### config.mk
export PLATFORM = sky130hd
export DESIGN_NAME = dual_timer_tone_unit
export DESIGN_NICKNAME = d
export VERILOG_FILES = /design/src/hw/dual_timer_pkg.sv /design/src/hw/tick_divider.sv /design/src/hw/reload_counter.sv /design/src/hw/dual_timer_tone_unit.sv
export SDC_FILE = /design/constraint.sdc
export NUM_CORES = 1
export LEC_CHECK = 0
export BUFFER_PORTS_ARGS = -buffer_cell sky130_fd_sc_hd__buf_2
export CAP_MARGIN = 10
export CELL_PAD_IN_SITES_DETAIL_PLACEMENT = 1
export CELL_PAD_IN_SITES_GLOBAL_PLACEMENT = 1
export CORE_AREA = 5 5 121 123
export DETAILED_ROUTE_END_ITERATION = 10
export DIE_AREA = 0 0 126 128
export PLACE_DENSITY_LB_ADDON = 0.05
export REMOVE_ABC_BUFFERS = 1
export SKIP_CTS_REPAIR_TIMING = 1
export SYNTH_ARGS = -nofsm -noshare
export SYNTH_HDL_FRONTEND = slang
export SYNTH_SLANG_ARGS = --single-unit
### constraint.sdc
create_clock -name clk_sys_i -period 5.1 [get_ports clk_sys_i]
set_input_delay 1.02 -clock clk_sys_i [delete_from_list [all_inputs] [get_ports clk_sys_i]]
set_output_delay 1.02 -clock clk_sys_i [all_outputs]
set_load 0.1 [all_outputs]
### src/hw/dual_timer_pkg.sv
package dual_timer_pkg;

	// ****************************************************************
	// Widths and timing
	// ****************************************************************
	localparam int CNT_W       = 12;
	localparam int CLK_MHZ     = 250;
	localparam int DIV_TIMER   = 4;
	localparam int DIV_C64     = 64;
	localparam int DIV_C8192   = 8192;
	localparam int DIV_C65536  = 65536;
	localparam int PRESC_W     = 16;

	// ****************************************************************
	// Register byte offsets
	// ****************************************************************
	localparam logic [7:0] OFS_CTRL    = 8'h00;
	localparam logic [7:0] OFS_IRQ_EN  = 8'h04;
	localparam logic [7:0] OFS_A_PRE   = 8'h08;
	localparam logic [7:0] OFS_B_PRE   = 8'h0c;
	localparam logic [7:0] OFS_A_CNT   = 8'h10;
	localparam logic [7:0] OFS_B_CNT   = 8'h14;
	localparam logic [7:0] OFS_STATUS  = 8'h18;

	// ****************************************************************
	// Control fields
	// ****************************************************************
	localparam int CTRL_A_CNT_MODE = 0;
	localparam int CTRL_A_FAST     = 1;
	localparam int CTRL_B_FAST     = 2;
	localparam int CTRL_A_SRC_LO   = 3;
	localparam int CTRL_TONE       = 5;
	localparam int CTRL_A_RUN      = 6;
	localparam int CTRL_B_RUN      = 7;
	localparam int CTRL_W          = 8;

	localparam logic [CTRL_W-1:0] CTRL_RST   = 8'h00;
	localparam logic [CNT_W-1:0]  PRE_RST    = 12'h000;
	localparam logic [CNT_W-1:0]  CNT_MAX    = 12'hfff;
	localparam logic [CNT_W-1:0]  CNT_ZERO   = 12'h000;

	localparam logic [1:0] SRC_DIV64    = 2'h0;
	localparam logic [1:0] SRC_DIV8192  = 2'h1;
	localparam logic [1:0] SRC_DIV65536 = 2'h2;
	localparam logic [1:0] SRC_EXT      = 2'h3;

	localparam logic [1:0] RESP_OKAY   = 2'h0;
	localparam logic [1:0] RESP_SLVERR = 2'h2;

endpackage

### src/hw/tick_divider.sv
`timescale 1ns/100ps
module tick_divider (
	input  wire logic                               clk_sys_i,
	input  wire logic                               resetn_i,
	output logic                                    tick4_o,
	output logic                                    tick64_o,
	output logic                                    tick8192_o,
	output logic                                    tick65536_o
);

	// ****************************************************************
	// Free running prescaler
	// ****************************************************************
	logic [dual_timer_pkg::PRESC_W-1:0] presc_r;

	function automatic logic at_wrap(input logic [dual_timer_pkg::PRESC_W-1:0] v,
		input int div);
		logic [dual_timer_pkg::PRESC_W-1:0] m;
		m = dual_timer_pkg::PRESC_W'(div - 1);
		return (v & m) == m;
	endfunction

	always_ff @(posedge clk_sys_i) begin
		if (!resetn_i) begin
			presc_r     <= '0;
			tick4_o     <= 1'b0;
			tick64_o    <= 1'b0;
			tick8192_o  <= 1'b0;
			tick65536_o <= 1'b0;
		end else begin
			presc_r     <= presc_r + 1'b1;
			tick4_o     <= at_wrap(presc_r, dual_timer_pkg::DIV_TIMER);
			tick64_o    <= at_wrap(presc_r, dual_timer_pkg::DIV_C64);
			tick8192_o  <= at_wrap(presc_r, dual_timer_pkg::DIV_C8192);
			tick65536_o <= at_wrap(presc_r, dual_timer_pkg::DIV_C65536);
		end
	end

endmodule

### src/hw/reload_counter.sv
`timescale 1ns/100ps
module reload_counter #(
	parameter int W = dual_timer_pkg::CNT_W
) (
	input  wire logic                               clk_sys_i,
	input  wire logic                               resetn_i,
	input  wire logic                               step_i,
	input  wire logic                               clear_i,
	input  wire logic [W-1:0]                       preset_i,
	output logic [W-1:0]                            count_o,
	output logic                                    carry_o
);

	// ****************************************************************
	// Up counter with reload on rollover
	// ****************************************************************
	always_ff @(posedge clk_sys_i) begin
		if (!resetn_i) begin
			count_o <= '0;
			carry_o <= 1'b0;
		end else if (clear_i) begin
			count_o <= '0;
			carry_o <= 1'b0;
		end else if (step_i && count_o == {W{1'b1}}) begin
			count_o <= preset_i;
			carry_o <= 1'b1;
		end else begin
			if (step_i) begin
				count_o <= count_o + 1'b1;
			end
			carry_o <= 1'b0;
		end
	end

endmodule

### src/hw/dual_timer_tone_unit.sv
`timescale 1ns/100ps
// Notes on behaviour
// Two 12-bit units; first is timer or counter, second timer only.
// Timer counts up, reloads preset on rollover from all ones.
// Overflow raises that unit's interrupt when its enable bit is set.
// Writing zero to first counter in counter mode restarts it from zero.
// Reading a running count returns it and never disturbs it.
// Timer mode steps at full rate or rate divided by four.
// Counter mode steps at rate over 64, 8192, 65536 or external input.
// Mode select affects only the first unit.
// Dual tone mode toggles each tone output on that unit's overflow.
// Software loads presets to set each tone channel's frequency.
// First unit overflow also drives a non-maskable sample trigger.
// Preset writes wait in a reload register used at next overflow.
module dual_timer_tone_unit (
	input  wire logic                               clk_sys_i,
	input  wire logic                               resetn_i,
	input  wire logic                               ext_count_pin_i,
	input  wire logic [7:0]                         s_axi_awaddr_i,
	input  wire logic                               s_axi_awvalid_i,
	output logic                                    s_axi_awready_o,
	input  wire logic [31:0]                        s_axi_wdata_i,
	input  wire logic [3:0]                         s_axi_wstrb_i,
	input  wire logic                               s_axi_wvalid_i,
	output logic                                    s_axi_wready_o,
	output logic [1:0]                              s_axi_bresp_o,
	output logic                                    s_axi_bvalid_o,
	input  wire logic                               s_axi_bready_i,
	input  wire logic [7:0]                         s_axi_araddr_i,
	input  wire logic                               s_axi_arvalid_i,
	output logic                                    s_axi_arready_o,
	output logic [31:0]                             s_axi_rdata_o,
	output logic [1:0]                              s_axi_rresp_o,
	output logic                                    s_axi_rvalid_o,
	input  wire logic                               s_axi_rready_i,
	output logic                                    timer_a_irq_o,
	output logic                                    timer_b_irq_o,
	output logic                                    timer_a_nmi_o,
	output logic                                    tone_a_o,
	output logic                                    tone_b_o
);

	localparam int W = dual_timer_pkg::CNT_W;

	// ****************************************************************
	// Registers and wires
	// ****************************************************************
	logic [dual_timer_pkg::CTRL_W-1:0] ctrl_r;
	logic [1:0]                        irq_en_r;
	logic [W-1:0]                      a_pre_r;
	logic [W-1:0]                      b_pre_r;
	logic [W-1:0]                      a_cnt;
	logic [W-1:0]                      b_cnt;
	logic                              a_carry;
	logic                              b_carry;
	logic                              a_clear;
	logic                              a_step;
	logic                              b_step;
	logic                              t4;
	logic                              t64;
	logic                              t8192;
	logic                              t65536;
	logic                              ext_d_r;
	logic                              ext_edge;
	logic                              aw_got_r;
	logic                              w_got_r;
	logic [7:0]                        aw_addr_r;
	logic [31:0]                       w_data_r;
	logic [3:0]                        w_strb_r;
	logic                              wr_go;
	logic [31:0]                       rd_val;
	logic                              rd_ok;

	function automatic logic [W-1:0] merge12(input logic [W-1:0] old,
		input logic [31:0] d, input logic [3:0] s);
		logic [W-1:0] r;
		r = old;
		if (s[0]) r[7:0] = d[7:0];
		if (s[1]) r[W-1:8] = d[W-1:8];
		return r;
	endfunction

	// ****************************************************************
	// Clock sources
	// ****************************************************************
	tick_divider u_div (
		.clk_sys_i   (clk_sys_i),
		.resetn_i    (resetn_i),
		.tick4_o     (t4),
		.tick64_o    (t64),
		.tick8192_o  (t8192),
		.tick65536_o (t65536)
	);

	always_ff @(posedge clk_sys_i) begin
		if (!resetn_i) begin
			ext_d_r <= 1'b0;
		end else begin
			ext_d_r <= ext_count_pin_i;
		end
	end
	assign ext_edge = ext_count_pin_i & ~ext_d_r;

	always_comb begin
		if (ctrl_r[dual_timer_pkg::CTRL_A_CNT_MODE]) begin
			unique case (ctrl_r[dual_timer_pkg::CTRL_A_SRC_LO +: 2])
				dual_timer_pkg::SRC_DIV64:    a_step = t64;
				dual_timer_pkg::SRC_DIV8192:  a_step = t8192;
				dual_timer_pkg::SRC_DIV65536: a_step = t65536;
				default:                      a_step = ext_edge;
			endcase
		end else begin
			a_step = ctrl_r[dual_timer_pkg::CTRL_A_FAST] ? 1'b1 : t4;
		end
		a_step = a_step & ctrl_r[dual_timer_pkg::CTRL_A_RUN];
		b_step = (ctrl_r[dual_timer_pkg::CTRL_B_FAST] ? 1'b1 : t4)
			& ctrl_r[dual_timer_pkg::CTRL_B_RUN];
	end

	// ****************************************************************
	// Counters
	// ****************************************************************
	assign a_clear = wr_go && aw_addr_r == dual_timer_pkg::OFS_A_CNT
		&& ctrl_r[dual_timer_pkg::CTRL_A_CNT_MODE]
		&& merge12(a_cnt, w_data_r, w_strb_r) == dual_timer_pkg::CNT_ZERO;

	reload_counter #(.W(W)) u_cnt_a (
		.clk_sys_i (clk_sys_i),
		.resetn_i  (resetn_i),
		.step_i    (a_step),
		.clear_i   (a_clear),
		.preset_i  (a_pre_r),
		.count_o   (a_cnt),
		.carry_o   (a_carry)
	);

	reload_counter #(.W(W)) u_cnt_b (
		.clk_sys_i (clk_sys_i),
		.resetn_i  (resetn_i),
		.step_i    (b_step),
		.clear_i   (1'b0),
		.preset_i  (b_pre_r),
		.count_o   (b_cnt),
		.carry_o   (b_carry)
	);

	// ****************************************************************
	// Interrupts and tones
	// ****************************************************************
	always_ff @(posedge clk_sys_i) begin
		if (!resetn_i) begin
			timer_a_irq_o <= 1'b0;
			timer_b_irq_o <= 1'b0;
			timer_a_nmi_o <= 1'b0;
		end else begin
			timer_a_irq_o <= a_carry & irq_en_r[0];
			timer_b_irq_o <= b_carry & irq_en_r[1];
			timer_a_nmi_o <= a_carry;
		end
	end

	always_ff @(posedge clk_sys_i) begin
		if (!resetn_i) begin
			tone_a_o <= 1'b0;
			tone_b_o <= 1'b0;
		end else if (!ctrl_r[dual_timer_pkg::CTRL_TONE]) begin
			tone_a_o <= 1'b0;
			tone_b_o <= 1'b0;
		end else begin
			if (a_carry) tone_a_o <= ~tone_a_o;
			if (b_carry) tone_b_o <= ~tone_b_o;
		end
	end

	// ****************************************************************
	// Write channel
	// ****************************************************************
	assign wr_go = aw_got_r && w_got_r && !s_axi_bvalid_o;

	always_ff @(posedge clk_sys_i) begin
		if (!resetn_i) begin
			aw_got_r  <= 1'b0;
			w_got_r   <= 1'b0;
			aw_addr_r <= '0;
			w_data_r  <= '0;
			w_strb_r  <= '0;
		end else begin
			if (s_axi_awvalid_i && s_axi_awready_o) begin
				aw_got_r  <= 1'b1;
				aw_addr_r <= s_axi_awaddr_i;
			end else if (wr_go) begin
				aw_got_r <= 1'b0;
			end
			if (s_axi_wvalid_i && s_axi_wready_o) begin
				w_got_r  <= 1'b1;
				w_data_r <= s_axi_wdata_i;
				w_strb_r <= s_axi_wstrb_i;
			end else if (wr_go) begin
				w_got_r <= 1'b0;
			end
		end
	end

	always_ff @(posedge clk_sys_i) begin
		if (!resetn_i) begin
			s_axi_awready_o <= 1'b0;
			s_axi_wready_o  <= 1'b0;
		end else begin
			s_axi_awready_o <= !aw_got_r && !(s_axi_awvalid_i && s_axi_awready_o)
				&& !s_axi_bvalid_o;
			s_axi_wready_o  <= !w_got_r && !(s_axi_wvalid_i && s_axi_wready_o)
				&& !s_axi_bvalid_o;
		end
	end

	always_ff @(posedge clk_sys_i) begin
		if (!resetn_i) begin
			s_axi_bvalid_o <= 1'b0;
			s_axi_bresp_o  <= dual_timer_pkg::RESP_OKAY;
		end else if (wr_go) begin
			s_axi_bvalid_o <= 1'b1;
			unique case (aw_addr_r)
				dual_timer_pkg::OFS_CTRL, dual_timer_pkg::OFS_IRQ_EN,
				dual_timer_pkg::OFS_A_PRE, dual_timer_pkg::OFS_B_PRE,
				dual_timer_pkg::OFS_A_CNT, dual_timer_pkg::OFS_B_CNT,
				dual_timer_pkg::OFS_STATUS:
					s_axi_bresp_o <= dual_timer_pkg::RESP_OKAY;
				default:
					s_axi_bresp_o <= dual_timer_pkg::RESP_SLVERR;
			endcase
		end else if (s_axi_bready_i) begin
			s_axi_bvalid_o <= 1'b0;
		end
	end

	// ****************************************************************
	// Software registers
	// ****************************************************************
	always_ff @(posedge clk_sys_i) begin
		if (!resetn_i) begin
			ctrl_r   <= dual_timer_pkg::CTRL_RST;
			irq_en_r <= 2'h0;
			a_pre_r  <= dual_timer_pkg::PRE_RST;
			b_pre_r  <= dual_timer_pkg::PRE_RST;
		end else if (wr_go) begin
			if (aw_addr_r == dual_timer_pkg::OFS_CTRL && w_strb_r[0]) begin
				ctrl_r <= w_data_r[dual_timer_pkg::CTRL_W-1:0];
			end
			if (aw_addr_r == dual_timer_pkg::OFS_IRQ_EN && w_strb_r[0]) begin
				irq_en_r <= w_data_r[1:0];
			end
			if (aw_addr_r == dual_timer_pkg::OFS_A_PRE) begin
				a_pre_r <= merge12(a_pre_r, w_data_r, w_strb_r);
			end
			if (aw_addr_r == dual_timer_pkg::OFS_B_PRE) begin
				b_pre_r <= merge12(b_pre_r, w_data_r, w_strb_r);
			end
		end
	end

	// ****************************************************************
	// Read channel
	// ****************************************************************
	always_comb begin
		rd_val = 32'h0000_0000;
		rd_ok  = 1'b1;
		unique case (s_axi_araddr_i)
			dual_timer_pkg::OFS_CTRL:   rd_val[dual_timer_pkg::CTRL_W-1:0] = ctrl_r;
			dual_timer_pkg::OFS_IRQ_EN: rd_val[1:0] = irq_en_r;
			dual_timer_pkg::OFS_A_PRE:  rd_val[W-1:0] = a_pre_r;
			dual_timer_pkg::OFS_B_PRE:  rd_val[W-1:0] = b_pre_r;
			dual_timer_pkg::OFS_A_CNT:  rd_val[W-1:0] = a_cnt;
			dual_timer_pkg::OFS_B_CNT:  rd_val[W-1:0] = b_cnt;
			dual_timer_pkg::OFS_STATUS: rd_val[1:0] = {tone_b_o, tone_a_o};
			default:                    rd_ok = 1'b0;
		endcase
	end

	always_ff @(posedge clk_sys_i) begin
		if (!resetn_i) begin
			s_axi_arready_o <= 1'b0;
			s_axi_rvalid_o  <= 1'b0;
			s_axi_rdata_o   <= 32'h0000_0000;
			s_axi_rresp_o   <= dual_timer_pkg::RESP_OKAY;
		end else if (s_axi_rvalid_o) begin
			if (s_axi_rready_i) begin
				s_axi_rvalid_o <= 1'b0;
			end
		end else if (s_axi_arvalid_i && s_axi_arready_o) begin
			s_axi_arready_o <= 1'b0;
			s_axi_rvalid_o  <= 1'b1;
			s_axi_rdata_o   <= rd_val;
			s_axi_rresp_o   <= rd_ok ? dual_timer_pkg::RESP_OKAY
				: dual_timer_pkg::RESP_SLVERR;
		end else begin
			s_axi_arready_o <= 1'b1;
		end
	end

endmodule

# [Yosys cells after proc, flatten, opt, wreduce, memory -nomap -nowiden]
# Cells that the tools add are included.
# W data, S select, Z words.
[word_totals] regBits=131 input_bits=60 output_inout_bits=46 wordCells=135
[classes] n_addsub=3 eq_ne=20 mux=27 bitwise_logic=10 n_reduce_logical=41
[op_table] cell="$eq A8 B5 Y1 const B" n=6
[op_table] cell="$mux W12" n=4
[op_table] cell="$eq A8 B4 Y1 const B" n=4
[op_table] cell="$pmux W6 S5" n=1
[op_table] cell="$add A12 B1 Y12 const B" n=2
[op_table] cell="$eq A12 B12 Y1 const B" n=2
[op_table] cell="$add A16 B1 Y16 const B" n=1
[op_table] cell="$eq A16 B16 Y1 const B" n=1
[op_table] cell="$eq A8 B3 Y1 const B" n=2
[op_table] cell="$logic_and A1 B1 Y1" n=16
[op_table] cell="$logic_not A8 Y1" n=2
[op_table] cell="$pmux W4 S4" n=1
[op_table] cell="$mux W1" n=15
[op_table] cell="$pmux W2 S7" n=1
[op_table] cell="$reduce_or A7 Y1" n=2
[op_table] cell="$eq A13 B13 Y1 const B" n=1
[op_table] cell="$logic_not A12 Y1" n=1
[op_table] cell="$reduce_and A3 Y1" n=4
[op_table] cell="$reduce_bool A2 Y1" n=5
[op_table] cell="$mux W8" n=1
[op_table] cell="$reduce_and A2 Y1" n=4
[op_table] cell="$eq A6 B6 Y1 const B" n=1
[op_table] cell="$and A1 B1 Y1" n=5
[op_table] cell="$logic_not A1 Y1" n=5
[op_table] cell="other kinds (8)" n=14

# [Depth between registers and ports, before layout]
[logic_depth] ltp_word=7 ltp_mapped=7 mapped_depth_nobuf=6

# [Hierarchy]
# From an unflattened synthesis, not the netlist that was laid out.
[unflattened] cells_unflattened=705 area_unflattened_um2=6206.0
[modules_own_cells] module="dual_timer_tone_unit" n_inst=1 cells_each=434 area_per_inst_um2=3896.2 seq_area_each_um2=1661.6
[modules_own_cells] module="reload_counter" n_inst=2 cells_each=90 area_per_inst_um2=730.7 seq_area_each_um2=260.2
[modules_own_cells] module="tick_divider" n_inst=1 cells_each=91 area_per_inst_um2=848.3 seq_area_each_um2=400.4

# [Least setup slack after synthesis]
# No wires, ideal clock.
[synth_timing] path_kind="input to register" startpoint="in s_axi_araddr_i[7]" endpoint="reg s_axi_rdata_o[3]" setup_ps=71 arrival_time_ps=2464 required_ps=5029 slack_ps=2565 stages=6 path_buffers=1 cell_sequence="or4_4 > or4_4 > buf_6 > o22ai_1 > a21oi_1 > a21oi_1"
[synth_via] elab_chain_len=2 elab_cells_between_ends=6 classes_between="4 x eq/ne; 1 x mux; 1 x reduce/logical"
[synth_lines] element="from (decl)" line="dual_timer_tone_unit.sv:29" rtl="input wire logic [7:0] s_axi_araddr_i,"
[synth_lines] element="$eq A8 B5 Y1, or another cell as far along" line="dual_timer_tone_unit.sv:267" rtl="unique case (s_axi_araddr_i)"
[synth_lines] element="$pmux W6 S5 *" line="dual_timer_tone_unit.sv:267"
[synth_lines] element="to (signal assigned)" line="dual_timer_tone_unit.sv:292" rtl="s_axi_rdata_o <= rd_val;"
[synth_lines] element="to (decl)" line="dual_timer_tone_unit.sv:32" rtl="output logic [31:0] s_axi_rdata_o,"
# Mark *: on every way between the ends. The rest lies on a longest branch, timed or not.
# A chain may end at the register's enable or synchronous reset.

# [Worst setup path after layout]
[layout_timing] startpoint="reg u_cnt_a.count_o[0]" endpoint="reg u_cnt_a.count_o[7]"
[layout_via] elab_chain_len=4 elab_cells_between_ends=10 classes_between="1 x add/sub; 1 x eq/ne; 3 x mux; 5 x reduce/logical"
[layout_lines] element="from (decl)" line="reload_counter.sv:10" rtl="output logic [W-1:0] count_o,"
[layout_lines] element="from (signal assigned)" line="reload_counter.sv:25" rtl="count_o <= preset_i;"
[layout_lines] element="from (signal assigned)" line="reload_counter.sv:29" rtl="count_o <= count_o + 1'b1;"
[layout_lines] element="parallel branches: the longest is 4 deep, another holds $add A12 B1 Y12"
# Several ways; the timed one is not identified. The select of a mux whose other input is x is not followed.

==> out/metrics.csv <==
metric;value;unit
max_slew.worst_pin.slew;1.02;ns
synth_top_area_frac;0.436;
cts_tree;built;
detail_route.wl_per_cell;18.0;um
run_status;finished, final reports clean;
max_slew_margin;0.318;
synth.cells.most_frequent;sky130_fd_sc_hd__dfxtp_1 (129), sky130_fd_sc_hd__nand2_1 (115), sky130_fd_sc_hd__a21oi_1 (80), sky130_fd_sc_hd__nor2_1 (48), sky130_fd_sc_hd__nand3_1 (44);
core.rowCount;43;
cts_htree_levels;4;
grt_setup_unrepaired;no;
synth_top_flop_cell;sky130_fd_sc_hd__dfxtp_1;
synth-warning-count;0;
synth_most_common_cell;sky130_fd_sc_hd__dfxtp_1;
synth_area;0.00592;mm^2
setup_viol;0;
grt_max_degree;59;
ios;106;
synthesis_to_layout_area_growth;15.0;%
drt_iter0_markers;310;
first_global_vias;5493;
vias_per_cell;5.57;
io_buffers;61;
timing_hold_violations_final;0;
synth.ff_latch_count;129;
cell_internal_pwr;1.78;mW
cellLeakagePower;2.52;nW
design_power_total;2.46;mW
post-route-min-period;2.70;ns
fp.dieH;128;um
ant_nets;0;
worst-path-max-fanout;15;
place_hpwl;12.3;mm
fin_util;0.503;
finClkSkew;0.00653;ns
cp_cell_sequence;ha_1 > nand4_1 > nor3b_2 > nor2_1 > or3_1 > a221oi_1;
core_area;0.0136;mm^2
yosys.cell_types.count;63;
totalWireLength;17.1;mm
clock_power_frac;0.481;
worst_ir_drop_vdd;0.224;mV
max_freq;370;MHz
grt_antenna_before_repair;0;
floorplan.die_area;0.0161;mm^2
clock_sink_count;129;
share_seq_of_total_power;0.425;
n_antenna_cell;0;
die_w;126;um
dr_drc_count;0;
filler_cell_count;1689;
fin_tns_setup;0;ns
start_util;0.437;
cp.required;5.44;ns
cts.root.buffer_cell;sky130_fd_sc_hd__clkbuf_16;
cp-endpoint;u_cnt_a.count_o[7];
worstReg2RegEnd;u_cnt_a.count_o[7];
worst-r2r-cell-count;6;
worst_hold_path_type;register to register;
timing.max_cap.violations;0;
cts.path.max_buffers;2;
syn-instance-count;711;
worst_setup_path_startpoint;u_cnt_a.count_o[0];
drive_gt1_frac;0.151;
worst_path_max_delay_cell;sky130_fd_sc_hd__nor3b_2;
gp_congestion;0.911;
critical_path.reg2reg.startpoint;u_cnt_a.count_o[0];
power_frac_comb;0.094;
finish.net_count;823;
synth_area_leaders;sky130_fd_sc_hd__dfxtp_1 (44%), sky130_fd_sc_hd__nand2_1 (7.3%), sky130_fd_sc_hd__a21oi_1 (6.8%), sky130_fd_sc_hd__mux2i_1 (4.6%), sky130_fd_sc_hd__nand3_1 (3.7%);
gr-usage-all-layers;0.217;
worstSetupPathType;register to register;
global_route.overflow_total;0;
synth_seq_area_share;0.436;
power_density_over_the_cells;362;mW/mm^2
drt_pre_antenna_iters;4;
grt_pass1_wl;28.0;mm
synthesis.area_per_instance;8.33;um^2
cts_made_buffers;17;
synth_edf_count;0;
power.share.switching;0.278;
path_clk_slew;0.06;ns
timing.reg2reg.setup_slack;2.40;ns
critical_path.startpoint_type;register;
worst_setup_path_end_kind;register;
library_cell_with_the_largest_summed_area_after_synthesis;sky130_fd_sc_hd__dfxtp_1;
min_period_over_period;0.530;
delay_contributed_by_the_slowest_stage_of_the_critical_path;0.89;ns
net-switching-power;0.686;mW
slew_viol_final;0;
worstSkewPairLatency;0.43;ns
routed-via-count;5307;
proportion_of_register_bits_with_asynchronous_set_or_reset_after_synthesis;0;
timing.critical_path.arrival;3.04;ns
## sequential cells by signal (all words and copies together), names as in the netlist, 8 cells and up
signal / cells
u_cnt_b.count_o: 12
aw_addr_r: 8
u_div.presc_r: 16
w_data_r: 12
s_axi_rdata_o: 12
ctrl_r: 8
a_pre_r: 12
b_pre_r: 12
u_cnt_a.count_o: 12
## power groups by stage
stage	logic, mW	clock network, mW	registers, mW
detailed placement	0.231	0	1.07
finish	0.231	1.19	1.05
global placement	0.229	0	1.07
CTS	0.232	1.20	1.05
floorplan	0.126	0	1.11
global route	0.246	1.24	1.05
## layout by cell type, fill, tap and decap left out, types with 12 or more instances in the layout
cell | Yosys | layout
sky130_fd_sc_hd__nand2_1 | 115 | 115
sky130_fd_sc_hd__nand4_1 | 12 | 12
sky130_fd_sc_hd__nand3_1 | 44 | 44
sky130_fd_sc_hd__dfxtp_1 | 129 | 129
sky130_fd_sc_hd__inv_1 | 12 | 12
sky130_fd_sc_hd__conb_1 | 1 | 22
sky130_fd_sc_hd__a21oi_1 | 80 | 80
sky130_fd_sc_hd__nor3_1 | 15 | 15
sky130_fd_sc_hd__buf_2 | 5 | 61
sky130_fd_sc_hd__mux2i_1 | 27 | 27
sky130_fd_sc_hd__clkbuf_16 | 0 | 17
sky130_fd_sc_hd__nor2_1 | 48 | 48
sky130_fd_sc_hd__o21ai_0 | 32 | 32
## per-layer routing
layer / wire, um / global-route usage / part of all wire / vias to the layer above
met5: 0 / 0 / 0 / -
met2: 8550 / 0.384 / 0.50 / 103
li1: - / - / - / 2603
met1: 7610 / 0.259 / 0.44 / 2577
met4: 242 / 0.0662 / 0.014 / 0
met3: 712 / 0.0550 / 0.042 / 24
## kinds of logic (layout without fill, tap and decap cells)
group	count (synthesis)	after routing	share of synthesized area
and+or+nand+nor	293	293	0.244
AOI/OAI and AO/OA	165	165	0.165
DFF	129	129	0.436
buffers and inverters	71	112	0.0657
muxes	33	33	0.0589
xor gates and xnor gates	16	16	0.0237
adders and majority gates	3	3	0.00634
other	1	22	0.000633
## metrics by stage
stage / hold slack, ns / worst slack (ns) / instances / cell area, um^2
finish: 0.455 / 2.40 / 953 / 6810
global placement: 0.431 / 2.18 / 921 / 6240
detailed placement: 0.451 / 2.13 / 921 / 6240
CTS: 0.459 / 2.47 / 953 / 6810
global route: 0.488 / 2.26 / 953 / 6810
floorplan: 0.421 / 2.57 / 674 / 5660
## worst min-delay path by stage
stage,startpoint,cells past startpoint,to,slack (ns)
4_1_cts,s_axi_rdata_o[1],2,s_axi_rdata_o[1],0.46
2_1_floorplan,u_div.presc_r[15],2,u_div.tick65536_o,0.42
5_1_grt,u_div.presc_r[15],2,u_div.tick65536_o,0.49
3_3_place_gp,u_div.presc_r[15],2,u_div.tick65536_o,0.43
6_report,s_axi_rdata_o[1],2,s_axi_rdata_o[1],0.46
3_5_place_dp,s_axi_rdata_o[1],2,s_axi_rdata_o[1],0.45
## area by class of cell
cell class	instances	area, um^2	area share
well taps	180	225	0.0331
clock inverters	11	105	0.0154
flip-flops and latches	129	2580	0.379
repair buffers	67	350	0.0514
multi-input cells	532	3030	0.445
clock buffers	21	470	0.0690
inverters	13	48.8	0.00716
## critical path, delay by kind of cell (launching register included)
kind | cells | cell delay [ns]
AOI/OAI and AO/OA | 1 | 0.23
and+or+nand+nor | 4 | 1.61
DFF | 1 | 0.45
adders and majority gates | 1 | 0.32
No activity file was read; power rests on OpenSTA's default activity.
